File: src/rtl/ssp_defs.svh
// constants of the sensor serial slave port: offsets, fields, resets, timing
// assumes the includer uses these as plain macros
`ifndef SSP_DEFS_SVH
`define SSP_DEFS_SVH

`define SSP_ADDR_W 6
`define SSP_FMT_ADDR 6'h31
`define SSP_FMT_WIRE_BIT 6
`define SSP_FMT_RST 8'h00
`define SSP_BYTE_LAST 3'h7
`define SSP_CMD_RW_BIT 7
`define SSP_CMD_BURST_BIT 6
`define SSP_CLK_NS 10
`define SSP_SCLK_MIN_NS 200
`define SSP_SCLK_MIN_CYC ((`SSP_SCLK_MIN_NS + `SSP_CLK_NS - 1) / `SSP_CLK_NS)
`define SSP_RD_OE_MAX_CYC 40

`endif

File: src/rtl/ssp_pkg.sv
// types of the sensor serial slave port
// assumes nothing beyond the defs header
package ssp_pkg;

  typedef enum logic [1:0] {
    SSP_ST_IDLE = 2'b00,
    SSP_ST_CMD = 2'b01,
    SSP_ST_DATA = 2'b10,
    SSP_ST_DONE = 2'b11
  } ssp_state_t;

endpackage : ssp_pkg

File: src/rtl/ssp_sync.sv
// two-flop synchroniser bank for the serial pins
// assumes inputs are asynchronous to clk_sys
`timescale 1ns/1ps
`default_nettype none

module ssp_sync #(
  parameter int W = 3
) (
  input wire logic clk_sys,
  input wire logic rst,
  input wire logic [W-1:0] din,
  output var logic [W-1:0] dout
);

  logic [W-1:0] meta_r;

  genvar i;
  generate
    for (i = 0; i < W; i++)
    begin : g_bit
      // idle level of every serial pin is high
      always_ff @(posedge clk_sys or posedge rst)
      begin
        if (rst)
        begin
          meta_r[i] <= 1'b1;
          dout[i] <= 1'b1;
        end
        else
        begin
          meta_r[i] <= din[i];
          dout[i] <= meta_r[i];
        end
      end
    end
  endgenerate

endmodule : ssp_sync

`default_nettype wire

File: src/rtl/ssp_top.sv
// sensor serial slave port: spi slave with register file and burst pointer
// assumes cs_n, sclk and sdi come from an external master, asynchronous to clk_sys
//
// What this block does
// - acts only as slave; chip select high means i2c mode, not spi.
// - bit 6 of format register 0x31 picks 4-wire when 0, 3-wire when 1.
// - clock polarity 1 and phase 1; serial clock idles high.
// - data changes on falling clock edge, is sampled on rising edge.
// - first byte holds read flag then burst flag; burst flag allows many bytes.
// - in a burst, pointer steps by one after every further eight clocks.
// - pointer keeps stepping until clocks stop and chip select rises.
// - data output driven only for read data, released after chip select rises.
// - with chip select high, a valid i2c start is only flagged on i2c_start_r; no i2c access follows.
`timescale 1ns/1ps
`default_nettype none
`include "ssp_defs.svh"

module ssp_top (
  input wire logic clk_sys,
  input wire logic rst,
  input wire logic cs_n,
  input wire logic sclk,
  input wire logic sdi,
  output var logic sdo_o,
  output var logic sdo_oe,
  output var logic sdio_o,
  output var logic sdio_oe,
  output var logic [7:0] fmt_cfg_r,
  output var logic i2c_mode_r,
  output var logic i2c_start_r
);

  ////////////////////////////////////////////////////////////////////////////
  // pin sampling and edge detection

  logic s_cs_n;
  logic s_sclk;
  logic s_sdi;
  logic sclk_d_r;
  logic sdi_d_r;
  logic rise;
  logic fall;

  ssp_sync #(.W(3)) u_sync (
    .clk_sys(clk_sys),
    .rst(rst),
    .din({cs_n, sclk, sdi}),
    .dout({s_cs_n, s_sclk, s_sdi})
  );

  always_ff @(posedge clk_sys or posedge rst)
  begin
    if (rst)
    begin
      sclk_d_r <= 1'b1;
      sdi_d_r <= 1'b1;
    end
    else
    begin
      sclk_d_r <= s_sclk;
      sdi_d_r <= s_sdi;
    end
  end

  // edges only count inside a frame
  assign rise = s_sclk && !sclk_d_r && !s_cs_n;
  assign fall = !s_sclk && sclk_d_r && !s_cs_n;

  ////////////////////////////////////////////////////////////////////////////
  // frame sequencing

  ssp_pkg::ssp_state_t st_r;
  logic [2:0] bit_cnt_r;
  logic [6:0] rx_sh_r;
  logic [7:0] rx_byte;
  logic byte_end;
  logic rw_r;
  logic burst_increment_flag;
  logic [`SSP_ADDR_W-1:0] ptr_r;

  assign rx_byte = {rx_sh_r, s_sdi};
  assign byte_end = rise && (bit_cnt_r == `SSP_BYTE_LAST);

  always_ff @(posedge clk_sys or posedge rst)
  begin
    if (rst)
    begin
      st_r <= ssp_pkg::SSP_ST_IDLE;
      bit_cnt_r <= 3'h0;
      rx_sh_r <= 7'h00;
      rw_r <= 1'b0;
      burst_increment_flag <= 1'b0;
      ptr_r <= '0;
    end
    else if (s_cs_n)
    begin
      st_r <= ssp_pkg::SSP_ST_IDLE;
      bit_cnt_r <= 3'h0;
    end
    else
    begin
      if (st_r == ssp_pkg::SSP_ST_IDLE)
        st_r <= ssp_pkg::SSP_ST_CMD;
      if (rise)
      begin
        rx_sh_r <= rx_byte[6:0];
        bit_cnt_r <= bit_cnt_r + 3'h1;
      end
      if (byte_end && st_r == ssp_pkg::SSP_ST_CMD)
      begin
        rw_r <= rx_byte[`SSP_CMD_RW_BIT];
        burst_increment_flag <= rx_byte[`SSP_CMD_BURST_BIT];
        ptr_r <= rx_byte[`SSP_ADDR_W-1:0];
        st_r <= ssp_pkg::SSP_ST_DATA;
      end
      else if (byte_end && st_r == ssp_pkg::SSP_ST_DATA)
      begin
        if (burst_increment_flag)
          ptr_r <= ptr_r + 6'h01;
        else
          st_r <= ssp_pkg::SSP_ST_DONE;
      end
    end
  end

  ////////////////////////////////////////////////////////////////////////////
  // register file; the format register lives in its own flop

  logic [7:0] regs_r [0:(1<<`SSP_ADDR_W)-1];
  logic wr_en;

  function automatic logic [7:0] rd_reg(input logic [`SSP_ADDR_W-1:0] a);
    rd_reg = (a == `SSP_FMT_ADDR) ? fmt_cfg_r : regs_r[a];
  endfunction : rd_reg

  assign wr_en = byte_end && st_r == ssp_pkg::SSP_ST_DATA && !rw_r;

  always_ff @(posedge clk_sys)
  begin
    if (wr_en)
      regs_r[ptr_r] <= rx_byte;
  end

  always_ff @(posedge clk_sys or posedge rst)
  begin
    if (rst)
      fmt_cfg_r <= `SSP_FMT_RST;
    else if (wr_en && ptr_r == `SSP_FMT_ADDR)
      fmt_cfg_r <= rx_byte;
  end

  ////////////////////////////////////////////////////////////////////////////
  // read data path; output changes only on falling edges

  logic [7:0] tx_sh_r;
  logic out_r;
  logic oe_r;
  logic three_wire;

  assign three_wire = fmt_cfg_r[`SSP_FMT_WIRE_BIT];

  always_ff @(posedge clk_sys or posedge rst)
  begin
    if (rst)
    begin
      tx_sh_r <= 8'h00;
      out_r <= 1'b1;
      oe_r <= 1'b0;
    end
    else if (s_cs_n)
      oe_r <= 1'b0;
    else if (byte_end && st_r == ssp_pkg::SSP_ST_CMD && rx_byte[`SSP_CMD_RW_BIT])
      tx_sh_r <= rd_reg(rx_byte[`SSP_ADDR_W-1:0]);
    else if (byte_end && st_r == ssp_pkg::SSP_ST_DATA && rw_r && burst_increment_flag)
      tx_sh_r <= rd_reg(ptr_r + 6'h01);
    else if (fall)
    begin
      // writes never drive the line, so nothing returned then needs ignoring
      if (st_r == ssp_pkg::SSP_ST_DATA && rw_r)
      begin
        out_r <= tx_sh_r[7];
        tx_sh_r <= {tx_sh_r[6:0], 1'b0};
        oe_r <= 1'b1;
      end
      else
        oe_r <= 1'b0;
    end
  end

  always_ff @(posedge clk_sys or posedge rst)
  begin
    if (rst)
    begin
      sdo_o <= 1'b1;
      sdio_o <= 1'b1;
      sdo_oe <= 1'b0;
      sdio_oe <= 1'b0;
    end
    else
    begin
      sdo_o <= out_r;
      sdio_o <= out_r;
      sdo_oe <= oe_r && !three_wire && !s_cs_n;
      sdio_oe <= oe_r && three_wire && !s_cs_n;
    end
  end

  ////////////////////////////////////////////////////////////////////////////
  // i2c mode detection; only the start condition is recognised here

  always_ff @(posedge clk_sys or posedge rst)
  begin
    if (rst)
    begin
      i2c_mode_r <= 1'b1;
      i2c_start_r <= 1'b0;
    end
    else
    begin
      i2c_mode_r <= s_cs_n;
      i2c_start_r <= s_cs_n && s_sclk && sclk_d_r && sdi_d_r && !s_sdi;
    end
  end

  localparam int rd_oe_max_cyc = `SSP_RD_OE_MAX_CYC;
endmodule : ssp_top

`default_nettype wire

File: config.mk
export PLATFORM = sky130hd
export DESIGN_NAME = ssp_top
export DESIGN_NICKNAME = d
export VERILOG_FILES = /design/src/rtl/ssp_pkg.sv /design/src/rtl/ssp_sync.sv /design/src/rtl/ssp_top.sv
export VERILOG_INCLUDE_DIRS = /design/src /design/src/rtl
export SDC_FILE = /design/constraint.sdc
export NUM_CORES = 1
export LEC_CHECK = 0
export ABC_CLOCK_PERIOD_IN_PS = 5200
export CORE_MARGIN = 2
export CORE_UTILIZATION = 60
export DETAILED_ROUTE_END_ITERATION = 12
export DONT_BUFFER_PORTS = 1
export GPL_ROUTABILITY_DRIVEN = 1
export PLACE_DENSITY = 0.84
export SETUP_SLACK_MARGIN = 0.15
export SLEW_MARGIN = 20
export SYNTH_ARGS = -nofsm -noshare
export SYNTH_HDL_FRONTEND = slang
export SYNTH_SLANG_ARGS = --single-unit
File: constraint.sdc
create_clock -name clk_sys -period 5.2 [get_ports clk_sys]
set_input_delay 0.26 -clock clk_sys [delete_from_list [all_inputs] [get_ports clk_sys]]
set_output_delay 0.26 -clock clk_sys [all_outputs]
set_load 0.02 [all_outputs]
# --- After elaboration in Yosys (flattened, before gate mapping) ---
# Memory sizes are Yosys's and may differ from the RTL's.
# Index checks and enable logic that the tools add are counted.
totals:
  reg_bits: 51
  ramBits: 512
  inputBits: 5
  output_inout_bits: 14
  word_cells: 100
  romBits: 0
  memories: 1
  latchBits: 0
memory_table:
  columns: ["name", "depth", "width", "read_ports", "rd_ports_with_merged_regs", "wr", "line", "rtl"]
  rows:
  - ["regs_r", 64, 8, 2, 0, 1, "ssp_top.sv:129", "logic [7:0] regs_r [0:(1<<`SSP_ADDR_W)-1];"]
op_classes:
  n_div: 0
  n_mul: 0
  bitwise: 3
  eq_ne: 8
  n_addsub: 2
  reduce_logical: 40
  n_shift: 0
  mux: 23
  n_lt_le_gt_ge: 0
ops:
  columns: ["operator", "n"]
  rows:
  - ["2-to-1 mux 8 bit", 6]
  - ["logical AND 1 bit", 21]
  - ["equality test 6 bit (second input constant)", 3]
  - ["2-to-1 mux 6 bit", 3]
  - ["2-to-1 mux 2 bit", 5]
  - ["AND reduction 3 bit", 3]
  - ["nonzero test 2 bit", 4]
  - ["2-to-1 mux 1 bit", 7]
  - ["adder 6 x 1 -> 6 bit (second input constant)", 1]
  - ["zero test 1 bit", 6]
  - ["2-to-1 mux 3 bit", 2]
  - ["nonzero test 3 bit", 2]
  - ["AND reduction 5 bit", 1]
  - ["!= test 2 x 1 -> 1 bit (second input constant)", 2]
  - ["AND reduction 2 bit", 2]
  - ["adder 3 x 1 -> 3 bit (second input constant)", 1]
  - ["equality test 3 bit (second input constant)", 1]
  - ["NOT 1 bit", 3]
  - ["equality test 2 x 1 -> 1 bit (second input constant)", 1]
  - ["equality test 2 bit (second input constant)", 1]
  - ["zero test 2 bit", 1]

# --- Logic depth before layout (Yosys ltp) ---
logic_depth:
  ltp_word: 10
  ltp_mapped: 16
  ltp_nobuf: 9

# --- By module ---
# Synthesis repeated with hierarchy kept, for this count alone.
hier_totals:
  hier_cells: 1553
  hier_area_um2: 26865.8
by_module_without_submodules:
  columns: ["mod", "seq_area_each_um2", "instances", "cells_per_inst", "area_per_inst_um2"]
  rows:
  - ["ssp_top", 16507.1, 1, 1546, 26704.4]
  - ["ssp_sync", 157.7, 1, 7, 161.4]

# --- Worst setup path after synthesis ---
# No wires, ideal clock.
synth_path:
  path_kind: "register to register"
  from: "reg ptr_r[0]"
  to: "reg tx_sh_r[6]"
  path_slack_ps: 1673
  arrival_time_ps: 3401
  stages_incl_launch_ff: 16
  path_cell_list: "dfrtp_1 buf_4 buf_6 buf_4 inv_2 clkbuf_1 ha_1 buf_4 buf_2 buf_2 mux4_2 mux2i_1 o2111ai_1 o311ai_1 nor3_1 o32a_1"
synth_between:
  elab_chain_len: 5
  word_cells_on_any_way: 6
synth_rtl:
  columns: ["item", "line", "rtl"]
  rows:
  - ["start: declaration", "ssp_top.sv:79", "logic [`SSP_ADDR_W-1:0] ptr_r;"]
  - ["start signal: assignment", "ssp_top.sv:113", "ptr_r <= rx_byte[`SSP_ADDR_W-1:0];"]
  - ["start signal: assignment", "ssp_top.sv:119", "ptr_r <= ptr_r + 6'h01;"]
  - ["adder 6 x 1 -> 6 bit *", "ssp_top.sv:175", "tx_sh_r <= rd_reg(ptr_r + 6'h01);"]
  - ["memory (64 x 8 bit) / equality test 6 bit (equally long branches)", null, null]
  - ["2-to-1 mux 8 bit *", "ssp_top.sv:133", "rd_reg = (a == `SSP_FMT_ADDR) ? fmt_cfg_r : regs_r[a];"]
  - ["2-to-1 mux 8 bit *", "ssp_top.sv:174", "else if (byte_end && st_r == ssp_pkg::SSP_ST_DATA && rw_r && burst_increment_flag)"]
  - ["2-to-1 mux 8 bit *", "ssp_top.sv:172", "else if (byte_end && st_r == ssp_pkg::SSP_ST_CMD && rx_byte[`SSP_CMD_RW_BIT])"]
  - ["end signal: assignment", "ssp_top.sv:173", "tx_sh_r <= rd_reg(rx_byte[`SSP_ADDR_W-1:0]);"]
  - ["end signal: assignment", "ssp_top.sv:175", null]
  - ["end signal: assignment", "ssp_top.sv:182", "tx_sh_r <= {tx_sh_r[6:0], 1'b0};"]
  - ["end: declaration", "ssp_top.sv:155", "logic [7:0] tx_sh_r;"]
# Mark *: on every way between the ends. The rest lies on a longest branch, timed or not.
# A chain may end at the register's enable or synchronous reset.

# --- Worst setup path in the final report ---
layout_path:
  from: "reg ptr_r[0]"
  to: "reg tx_sh_r[4]"
# The elaborated chain is that of the path after synthesis.

==> impl_metrics.tcl <==
set metrics [dict create \
    first_iter_violations 2888 \
    io_pins 19 \
    design.core.area_um2 44000 \
    comb_power_share 0.140 \
    dr_total_vias 16400 \
    synth_compound_area_frac 0.0448 \
    synth_top_family_by_area "multiplexers" \
    synthXorXnorAreaFrac 0.00319 \
    clk_pin_slew_ns 0.06 \
    totalWireLength_um 74000 \
    worstPathArrival_ns 4.70 \
    cts.path.max_buffers 3 \
    drv_slew 0 \
    grt_pass1_wl_um 110000 \
    synth_simple_gate_area_frac 0.0557 \
    cts-root-buf "clkbuf_16" \
    synth-edff-count 512 \
    synth_area_leaders "edfxtp_1, mux4_2, dfrtp_1, mux2i_1, nor2_1" \
    internal_power_uw 8130 \
    synth_top_area_cell "edfxtp_1" \
    drt.antenna.violating_nets 0 \
    tns_ns 0 \
    n_antenna_cell 0 \
    synthAdderAreaFrac 0.00235 \
    dr.pass1.iters 6 \
    grt_usage 0.326 \
    cts_sinks 563 \
    min_period_ns 4.25 \
    worstSetupEndpointType "flip-flop" \
    critical_path_class "flip-flop to flip-flop" \
    nFillCells 2769 \
    die_area_um2 46100 \
    period_share 0.818 \
    drc 0 \
    grt_antenna_before_repair 1 \
    fin_skew_ns 0.0218 \
    cap_violations 0 \
    ys_seq_area_frac 0.625 \
    cellPowerDensity_nw_per_um2 384 \
    power.total_uw 11100 \
    cts_tree "done" \
    synth_top_area_share 0.577 \
    grt_overflow 0 \
    cts_buffers 55 \
    max_freq_ghz 0.235 \
    synth_area_um2 26700 \
    ys_warn_count 0 \
    syn_to_final_growth_pct 8.70 \
    rsz0062_at_grt "false" \
    sw_frac_of_total 0.268 \
    leakage_uw 0.00919 \
    synthArstFlopShare 0.0906 \
    wl_per_cell_um 34.1 \
    ys_ff_latch 563 \
    start_util 0.606 \
    syn_nets 1555 \
    synth_mux_area_frac 0.243 \
    ys.flop_type "edfxtp_1" \
    critical_path_required_ns 5.65 \
    drive_gt1_frac 0.252 \
    die_h_um 215 \
    grt_pass1_vias 16300 \
    hold_class "primary input to flip-flop" \
    htreeDepth 2 \
    grt_max_degree 88 \
    power.switching_uw 2980 \
    hold_viol_final 0 \
    synth.avg_cell_area_um2 17.3 \
    worst_pin_slew_ns 1.20 \
    nets 1542 \
    peakVddDrop_mv 0.295 \
    insertion_delay_ns 0.62 \
    power_frac_clock 0.354 \
    synthCells 1545 \
    p_seq_frac 0.505 \
    max_slew_margin 0.198 \
    die_w_um 215 \
    yosys.cell_types.count 73 \
    port_buffers 0 \
    fin_util 0.658 \
    viasPerCell 7.58 \
    path_max_fanout 40 \
    startpoint_type "flip-flop" \
    gp_congestion 0.994 \
    outcome "completed" \
    setup_viol 0 \
    rows 77 \
    dp_hpwl_um 45700 \
]
## critical path, stage by stage, from the launching register on
cell and delay (ns):
dfrtp_4 0.76, ha_1 0.56, xor2_4 0.56, buf_12 0.33, mux4_2 0.42, mux2i_1 0.19, o32ai_1 0.12, nor4_1 0.84
o32ai_1 0.24
## area by class of cell
class / instances / area [µm²] / share of cell area
Clock inverter: 23 / 210 / 0.00725
Tap cell: 592 / 741 / 0.0256
Clock buffer: 76 / 1530 / 0.0527
Multi-Input combinational cell: 861 / 9350 / 0.323
Sequential cell: 563 / 16700 / 0.576
Timing Repair Buffer: 43 / 433 / 0.0149
Inverter: 8 / 31.3 / 0.00108
## state kept, by name, indices dropped and copies added (netlist names), 2 cells and up
register	cells
tx_sh_r	8
u_sync.dout	3
rx_sh_r	7
ptr_r	6
st_r	2
regs_r	512
u_sync.meta_r	3
bit_cnt_r	3
fmt_cfg_r	8
## stage by stage
step	worst slack [ns]	cell area (µm²)	std cells	hold slack [ns]
6_report	0.947	29000	2166	0.196
5_1_grt	1.10	29000	2166	0.205
4_1_cts	1.20	29000	2166	0.190
3_5_place_dp	1.30	27200	2063	0.265
3_3_place_gp	1.33	27200	2063	0.265
2_1_floorplan	1.67	26700	1545	0.264
## cell usage in the layout (no fill, tap or decap), types with 5 or more instances in the layout
cell / instances
a221oi_1: 8
clkinv_1: 9
clkinv_2: 9
dfrtp_4: 5
inv_1: 6
buf_12: 8
nor3_1: 19
o21ai_0: 18
nor2b_1: 9
mux4_2: 222
a211oi_1: 10
dfstp_2: 10
nand2b_1: 7
o221ai_1: 15
a221o_1: 5
mux2_2: 29
clkbuf_16: 57
nand2_1: 105
nand4_1: 7
edfxtp_1: 512
nor2_1: 111
o211ai_1: 9
clkbuf_1: 16
a22oi_1: 5
mux2i_1: 87
nand3_1: 45
buf_4: 31
dfrtp_1: 32
a32oi_1: 6
o2111ai_1: 6
o22ai_1: 13
a31oi_1: 9
mux4_1: 11
a21oi_1: 34
## worst paths after layout
path / start / end / slack (ns) / depth (start not counted)
max: ptr_r[0]$_DFFE_PP0P_ / tx_sh_r[4]$_DFFE_PP0P_ / 0.95 / 8
min: sdi / u_sync.meta_r[0]$_DFF_PP1_ / 0.20 / 1
max reg2reg: ptr_r[0]$_DFFE_PP0P_ / tx_sh_r[4]$_DFFE_PP0P_ / 0.95 / 8
min reg2reg: u_sync.meta_r[0]$_DFF_PP1_ / u_sync.dout[0]$_DFF_PP1_ / 0.36 / 0
max in group asynchronous: rst / rx_sh_r[0]$_DFFE_PP0P_ / 4.27 / 2
min in group asynchronous: rst / fmt_cfg_r[5]$_DFFE_PP0P_ / 0.28 / 2
## timing repair
action | in CTS | in global routing
hold endpoints to repair | 43 | 0
hold buffers | 4 | 0
endpoints found under the setup margin | 0 | 0
buffers inserted | 0 | 0
resized for setup | 0 | 0
## synthesized netlist by cell type, types with 6 or more instances
library cell / number
nand2b_1: 7
o211ai_1: 9
mux2i_1: 87
mux4_1: 11
inv_1: 7
buf_2: 49
a21oi_1: 34
a32oi_1: 6
buf_4: 27
nand3_1: 45
o2111ai_1: 6
mux2_2: 29
dfstp_2: 11
nor2b_1: 11
nand2_1: 105
buf_1: 8
o22ai_1: 13
a211oi_1: 10
clkbuf_1: 22
nor3_1: 19
o221ai_1: 15
a31oi_1: 9
nor2_1: 111
mux4_2: 222
nand4_1: 7
a221oi_1: 8
dfrtp_1: 40
edfxtp_1: 512
o21ai_0: 18
## power by group through the flow
stage	logic [µW]	registers [µW]	clock network [µW]
final	1560	5620	3940
after floorplan	846	5730	0
after global placement	1450	5680	0
after detailed placement	1490	5700	0
after global routing	1610	5630	4080
after CTS	1500	5610	3920
## kinds of logic (layout without fill, tap and decap cells)
group,after synthesis,after routing
mux,349,349
compound gates,167,167
xor+xnor,8,8
simple gates,332,332
buf+inv,121,150
flops,563,563
fa+ha+maj,5,5
## metal layers
layer	global-route usage	up-vias	routed length, µm
li1	-	6359	-
met1	0.448	8339	25900
met2	0.487	1452	34000
met3	0.101	267	10300
met4	0.142	2	3720
met5	0	-	13
Note: power is estimated with default switching activity, not from simulation.
